**src/core/fbpc_pkg.sv**
```systemverilog
// Constants and types for the flash block program control.
// Assumes a single 25 MHz system clock and an 8/16-bit special register port.
package fbpc_pkg;
  // Special register addresses
  localparam logic [15:0] FBPC_ADDR_UNLOCK = 16'h00F0;
  localparam logic [15:0] FBPC_ADDR_CTRL = 16'h00F1;
  localparam logic [15:0] FBPC_ADDR_BLOCK = 16'h00F2;
  // Control register field positions
  localparam int FBPC_BIT_PRG = 0;
  localparam int FBPC_BIT_FCLK_LO = 3;
  localparam int FBPC_BIT_FCLK_HI = 4;
  localparam int FBPC_BIT_AMP = 5;
  localparam logic [7:0] FBPC_CTRL_RESET = 8'hC6;
  // Block address field occupies bits 15..7
  localparam int FBPC_BLK_LSB = 7;
  localparam int FBPC_BLK_W = 9;
  // Unlock nibbles
  localparam logic [3:0] FBPC_UNLOCK_FIRST = 4'h5;
  localparam logic [3:0] FBPC_UNLOCK_SECOND = 4'hA;
  // Staging RAM window and block size
  localparam logic [15:0] FBPC_RAM_BASE = 16'h0300;
  localparam int FBPC_BLOCK_BYTES = 128;
  // Transfer clock divider limits (divide by 16, 8, 4, 2)
  localparam logic [3:0] FBPC_DIV_16 = 4'hF;
  localparam logic [3:0] FBPC_DIV_8 = 4'h7;
  localparam logic [3:0] FBPC_DIV_4 = 4'h3;
  localparam logic [3:0] FBPC_DIV_2 = 4'h1;
  // Power-on write protect time
  localparam longint FBPC_CLK_HZ = 25_000_000;
  localparam longint FBPC_POR_TIME_MS = 20;
  localparam int FBPC_POR_CYCLES = int'(FBPC_CLK_HZ * FBPC_POR_TIME_MS / 1000);
  localparam int FBPC_POR_W = 20;

  typedef enum logic [2:0] {
    FBPC_IDLE,
    FBPC_WAIT_INSTR,
    FBPC_COPY,
    FBPC_ERASE,
    FBPC_WRITE,
    FBPC_FINISH
  } fbpc_state_t;
endpackage

```
**src/core/fbpc_top.sv**
```systemverilog
// Flash block program control: unlock, control and block address registers,
// RAM-to-flash block copy with auto-erase, serial programmer gating and security.
// Assumes the flash macro, CPU core and RAM answer on the same clock.
`timescale 1ns/1ns
module fbpc_top #(
  parameter int POR_CYCLES = fbpc_pkg::FBPC_POR_CYCLES
) (
  // Clock and reset (reset is the external reset pin and power-on)
  input wire logic sys_clk,
  input wire logic rst_n,
  // Special register port
  input wire logic [15:0] sfr_addr,
  input wire logic sfr_wr,
  input wire logic sfr_word,
  input wire logic [15:0] sfr_wdata,
  output logic [15:0] sfr_rdata,
  // CPU status and reset sources
  input wire logic cpu_in_stop,
  input wire logic cpu_in_reset,
  input wire logic instr_done,
  input wire logic break_instruction,
  input wire logic wdt_overflow,
  input wire logic opcode_trap,
  input wire logic cpu_clock_source,
  output logic soft_reset_req,
  output logic cpu_hold,
  output logic irq_defer,
  // Staging RAM read
  output logic [15:0] ram_addr,
  input wire logic [7:0] ram_rdata,
  // Flash macro
  output logic buf_we,
  output logic [6:0] buf_idx,
  output logic [7:0] buf_data,
  output logic [8:0] block_address_field,
  output logic erase_req,
  output logic write_req,
  input wire logic flash_erase_done,
  input wire logic flash_write_done,
  input wire logic flash_access,
  output logic sense_amp_enable,
  // Serial programmer
  input wire logic ser_start,
  input wire logic ser_is_write,
  input wire logic ser_end,
  input wire logic ser_lock_cmd,
  input wire logic ser_lock_val,
  input wire logic [7:0] ser_rd_raw,
  output logic [7:0] ser_rd_data,
  output logic ser_mode_active,
  output logic ser_protocol_error,
  output logic ser_prog_refused,
  output logic lock_write,
  output logic lock_value,
  input wire logic security_lock
);
  import fbpc_pkg::*;

  typedef struct packed {
    fbpc_state_t st;
    logic saw5;
    logic acc;
    logic program_trigger;
    logic [1:0] fclk;
    logic sense_amp_auto_power;
    logic [FBPC_BLK_W-1:0] blk;
    logic [7:0] idx;
    logic [3:0] div;
    logic [FBPC_POR_W-1:0] por_cnt;
    logic por_done;
    logic ser_active;
    logic ser_err;
    logic ser_ref;
    logic lock_wr;
    logic lock_val;
    logic [7:0] rd_data;
    logic buf_we;
    logic [7:0] buf_data;
    logic erase_req;
    logic write_req;
  } fbpc_regs_t;

  fbpc_regs_t state_reg;
  fbpc_regs_t state_next;
  logic [3:0] div_limit;
  logic tick;
  logic wr_unlock;
  logic wr_ctrl;
  logic wr_block;
  logic soft_rst;

  always_comb begin
    case (state_reg.fclk)
      2'b00: div_limit = FBPC_DIV_16;
      2'b01: div_limit = FBPC_DIV_8;
      2'b10: div_limit = FBPC_DIV_4;
      default: div_limit = FBPC_DIV_2;
    endcase
  end

  assign tick = (state_reg.div == div_limit);
  assign wr_unlock = sfr_wr && !sfr_word && (sfr_addr == FBPC_ADDR_UNLOCK);
  assign wr_ctrl = sfr_wr && !sfr_word && (sfr_addr == FBPC_ADDR_CTRL);
  assign wr_block = sfr_wr && sfr_word && (sfr_addr == FBPC_ADDR_BLOCK);
  assign soft_rst = (break_instruction || wdt_overflow || opcode_trap) && !cpu_in_stop;

  always_comb begin
    state_next = state_reg;
    state_next.ser_err = 1'b0;
    state_next.ser_ref = 1'b0;
    state_next.lock_wr = 1'b0;
    state_next.buf_we = 1'b0;
    state_next.div = (state_reg.st == FBPC_COPY && !tick) ? state_reg.div + 4'h1 : 4'h0;

    // Power-on write protect
    if (!state_reg.por_done) begin
      if (state_reg.por_cnt == FBPC_POR_W'(POR_CYCLES - 1)) begin
        state_next.por_done = 1'b1;
      end else begin
        state_next.por_cnt = state_reg.por_cnt + 1'b1;
      end
    end

    // Unlock sequence
    if (wr_unlock) begin
      if (sfr_wdata[3:0] == FBPC_UNLOCK_FIRST) begin
        state_next.saw5 = 1'b1;
      end else begin
        state_next.saw5 = 1'b0;
        if (state_reg.saw5 && sfr_wdata[3:0] == FBPC_UNLOCK_SECOND) begin
          state_next.acc = 1'b1;
        end
      end
    end else if (sfr_wr) begin
      state_next.saw5 = 1'b0;
    end

    // Control register
    if (wr_ctrl) begin
      state_next.sense_amp_auto_power = sfr_wdata[FBPC_BIT_AMP];
      if (state_reg.acc && !security_lock && state_reg.por_done) begin
        state_next.fclk = {sfr_wdata[FBPC_BIT_FCLK_HI], sfr_wdata[FBPC_BIT_FCLK_LO]};
        if (sfr_wdata[FBPC_BIT_PRG] && state_reg.st == FBPC_IDLE) begin
          state_next.program_trigger = 1'b1;
          state_next.st = FBPC_WAIT_INSTR;
        end
      end
    end
    if (wr_block) begin
      state_next.blk = sfr_wdata[15:FBPC_BLK_LSB];
    end
    if (soft_rst) begin
      state_next.sense_amp_auto_power = 1'b0;
    end

    // Block program sequence
    case (state_reg.st)
      FBPC_IDLE: begin
        state_next.idx = 8'h00;
      end
      FBPC_WAIT_INSTR: begin
        if (instr_done) begin
          state_next.st = FBPC_COPY;
        end
      end
      FBPC_COPY: begin
        if (tick) begin
          state_next.buf_we = 1'b1;
          state_next.buf_data = ram_rdata;
          state_next.idx = state_reg.idx + 8'h01;
          if (state_reg.idx == 8'(FBPC_BLOCK_BYTES - 1)) begin
            state_next.st = FBPC_ERASE;
            state_next.erase_req = 1'b1;
          end
        end
      end
      FBPC_ERASE: begin
        if (flash_erase_done) begin
          state_next.erase_req = 1'b0;
          state_next.write_req = 1'b1;
          state_next.st = FBPC_WRITE;
        end
      end
      FBPC_WRITE: begin
        if (flash_write_done) begin
          state_next.write_req = 1'b0;
          state_next.st = FBPC_FINISH;
        end
      end
      FBPC_FINISH: begin
        state_next.program_trigger = 1'b0;
        state_next.acc = 1'b0;
        state_next.st = FBPC_IDLE;
      end
      default: begin
        state_next.st = FBPC_IDLE;
      end
    endcase

    // Serial programmer gating
    if (ser_start && !state_reg.ser_active) begin
      if (!(cpu_in_reset || cpu_in_stop)) begin
        state_next.ser_err = 1'b1;
      end else begin
        state_next.ser_active = 1'b1;
        if (ser_is_write && (security_lock || !state_reg.por_done)) begin
          state_next.ser_ref = 1'b1;
        end
      end
    end
    if (state_reg.ser_active && ser_end) begin
      state_next.ser_active = 1'b0;
    end
    if (state_reg.ser_active && ser_lock_cmd) begin
      state_next.lock_wr = 1'b1;
      state_next.lock_val = ser_lock_val;
    end
    state_next.rd_data = security_lock ? 8'h00 : ser_rd_raw;
  end

  always_ff @(posedge sys_clk or negedge rst_n) begin
    if (!rst_n) begin
      state_reg <= '0;
    end else begin
      state_reg <= state_next;
    end
  end

  assign sfr_rdata = 16'hFFFF;
  assign soft_reset_req = soft_rst;
  assign cpu_hold = (state_reg.st != FBPC_IDLE) && (state_reg.st != FBPC_WAIT_INSTR);
  assign irq_defer = cpu_hold;
  assign ram_addr = FBPC_RAM_BASE + {8'h00, state_reg.idx};
  assign buf_we = state_reg.buf_we;
  assign buf_idx = 7'(state_reg.idx - 8'h01);
  assign buf_data = state_reg.buf_data;
  assign block_address_field = state_reg.blk;
  assign erase_req = state_reg.erase_req;
  assign write_req = state_reg.write_req;
  assign sense_amp_enable = ((state_reg.sense_amp_auto_power || cpu_clock_source) ? flash_access : 1'b1)
    || cpu_hold;
  assign ser_rd_data = state_reg.rd_data;
  assign ser_mode_active = state_reg.ser_active;
  assign ser_protocol_error = state_reg.ser_err;
  assign ser_prog_refused = state_reg.ser_ref;
  assign lock_write = state_reg.lock_wr;
  assign lock_value = state_reg.lock_val;
endmodule

```
**config.mk**
```make
export PLATFORM = sky130hd
export DESIGN_NAME = fbpc_top
export DESIGN_NICKNAME = d
export VERILOG_FILES = /design/src/core/fbpc_pkg.sv /design/src/core/fbpc_top.sv
export SDC_FILE = /design/constraint.sdc
export NUM_CORES = 1
export LEC_CHECK = 0
export BUFFER_PORTS_ARGS = -buffer_cell sky130_fd_sc_hd__buf_2
export CORE_ASPECT_RATIO = 0.6
export CORE_MARGIN = 5
export CORE_UTILIZATION = 53
export DETAILED_ROUTE_END_ITERATION = 8
export PLACE_DENSITY = 0.86
export RECOVER_POWER = 25
export SLEW_MARGIN = 40
export SYNTH_ARGS = -nofsm -noshare
export SYNTH_HDL_FRONTEND = slang
export SYNTH_SLANG_ARGS = --single-unit
```
**constraint.sdc**
```tcl
create_clock -name sys_clk -period 6 [get_ports sys_clk]
set_clock_uncertainty 0.2 [all_clocks]
set_input_delay 0.6 -clock sys_clk [delete_from_list [all_inputs] [get_ports sys_clk]]
set_output_delay 0.6 -clock sys_clk [all_outputs]
set_load 0.01 [all_outputs]
```
==> results.cfg <==
[grt]
grtUsageTotal_pct = 19.0
grt.overflow.total = 0
grt_pass1_vias = 2761
grt_max_degree = 75
antenna_found_initial = 0
grt_pass1_wl_mm = 13.4

[placed_design]
gp_congestion = 0.828
hpwlAfterDp_mm = 6.28
portBuffers = 118
place_inst = 523

[timing]
final-setup-viol-count = 0
slew_viol_final = 0
min_period_ps = 2610
hold_ws_ps = 78.5
tightest_slew_ps = 664
fin_crit_sh_pct = 43.6
relSlewSlack_pct = 55.7
finalHoldViolCount = 0
fmax_mhz = 383
setup_tns_ps = 0
rsz0062_at_grt = false

[drt]
num_vias = 2789
wl_mm = 8.26
drt-initial-drc-count = 232
final_antenna_net_count = 0
via_per_inst = 5.17
drc = 0
wl_per_cell_um = 15.3
firstDrtPassIters = 4

[finish]
stdcell_count = 539
final_util_pct = 64.8
drive_gt1_share_pct = 35.4
fillers = 538
diodes = 0
nets = 519
syn_to_final_growth_pct = 16.9
largest_register_ffs = 41

[worst_setup_path]
reg2reg_from = state_reg[46]$_DFF_PN0_
cp-start-kind = flip-flop
critPathMaxFanout = 27
cp_data_required_time_ps = 6060
crit_type = flip-flop to flip-flop
crit_arrival_ps = 2670
rr_endpoint = state_reg[56]$_DFFE_PN0P_
regToRegSetupSlack_ps = 3390
r2r_cells = 5
crit_path_end_kind = flip-flop

[flow_run]
maxCapViolCount = 0

[clocking]
clockBufferDepth = 2
clk_pin_slew_ps = 60
ctsHoldBuffers = 0
post_cts_resized = 0
htreeDepth = 3
clock-sinks = 74
post-cts-setup-buffers = 0
clk_latency_ps = 330
cts_tree = yes
cts_made_buffers = 9
cts_root_buf = clkbuf_16

[synth]
yosysWarnings = 0
ys_types = 43
synthesis.area_sq_um = 3770
synth_edf_count = 0
async_reset_ff_share_pct = 100
synth_seq_cells = 74
avgSynthCellArea_sq_um = 10.4
synthCells = 361
synth-seq-area-share_pct = 49.2
ys.flop_type = dfrtp_1

[die]
core_area_sq_um = 6790
die_y_um = 75.3
die_w_um = 119
initial_utilization_pct = 55.5
pin_count = 144
rows = 23
die-area_sq_um = 8950

[power_and_ir_drop]
leakage_uw = 0.00218
peakVddDrop_v = 0.000149
power.density_nw_per_um2 = 254

[worst_hold_path]
hold_class = primary input to async pin

[run_status]
status = complete, no violations
==> worst max-delay path, cell delays in order (launching register included) <==
cell	delay (ps)
dfrtp_1	430
xnor2_1	150
or4b_1	500
a211o_2	550
or4_1	560
a21oi_1	150
==> power breakdown <==
group	leakage (uW)	switching [uW]	internal, uW
Clock	0.000146	212	325
Sequential	0.000982	3.69	509
Combinational	0.00105	40.4	30.3
Total	0.00218	256	864
==> placed cells by master (no fill, tap or decap), drive strengths merged, types with 10 or more instances in the layout <==
master	instances
a21oi	11
buf	117
clkbuf	10
conb	24
dfrtp	74
inv	15
mux2	21
nand2	20
nand3	12
nor2	20
nor2b	11
nor3	15
o21ai	13
xnor2	13
xor2	11
==> layout make-up <==
type                            count  area, sq um  share of cell area, %
Tap cell                           87          109                   2.47
Inverter                           13         48.8                   1.11
Clock inverter                      7         77.6                   1.76
Sequential cell                    74         1850                   42.1
Timing Repair Buffer              118          596                   13.5
Multi-Input combinational cell    231         1500                   34.0
Clock buffer                        9          225                   5.12
==> cells by family after synthesis <==
family / share of synthesized area [%]
flip-flops: 49.2
XOR/XNOR: 5.58
multiplexers: 6.81
other: 0.199
AO/OA/AOI/OAI: 5.15
AND/OR/NAND/NOR: 18.0
adder cells (fa/ha/maj): 1.33
buffers and inverters: 13.8
==> Yosys cell counts (all sizes together) (6+ instances only) <==
library cell | count | area share, %
dfrtp | 74 | 49
buf | 59 | 12
mux2 | 21 | 6.3
nand2 | 20 | 2.0
nor2 | 20 | 2.0
nor3 | 15 | 2.0
inv | 13 | 1.3
o21ai | 13 | 1.7
xnor2 | 13 | 3.0
nand3 | 12 | 1.6
a21oi | 11 | 1.5
nor2b | 11 | 1.8
xor2 | 11 | 2.6
nand4 | 8 | 1.3
or3 | 7 | 1.2
clkbuf | 6 | 0.60
==> layer usage <==
metal / global-route usage [%] / share of wire (%) / vias to the layer above
li1: - / - / 1324
met3: 6.75 / 8.9 / 7
met2: 31.1 / 48 / 119
met5: 0 / 0 / -
met1: 24.0 / 42 / 1339
met4: 6.93 / 1.2 / 0
==> how the worst max path moves through the flow <==
| stage | start | slack, ps | depth (start not counted) | to |
|---|---|---|---|---|
| 2_1_floorplan | sfr_addr[9] | 3580 | 4 | block_address_field[0]$_DFFE_PN0P_ |
| 5_1_grt | state_reg[49]$_DFFE_PN0P_ | 3300 | 6 | buf_idx[6] |
| 3_3_place_gp | sfr_addr[9] | 3290 | 5 | block_address_field[7]$_DFFE_PN0P_ |
| 3_5_place_dp | sfr_addr[3] | 3200 | 5 | block_address_field[0]$_DFFE_PN0P_ |
| 4_1_cts | state_reg[46]$_DFF_PN0_ | 3250 | 5 | state_reg[56]$_DFFE_PN0P_ |
| 6_report | state_reg[46]$_DFF_PN0_ | 3390 | 5 | state_reg[56]$_DFFE_PN0P_ |
==> stage by stage <==
| step | setup slack (ps) | instance area (sq um) | total power, uW |
|---|---|---|---|
| after global placement | 3290 | 4080 | 589 |
| after global routing | 3300 | 4400 | 1170 |
| final | 3390 | 4400 | 1120 |
| after CTS | 3250 | 4390 | 1130 |
| after floorplan | 3580 | 3850 | 565 |
| after detailed placement | 3200 | 4090 | 593 |
(Power assumes the default switching activity.)
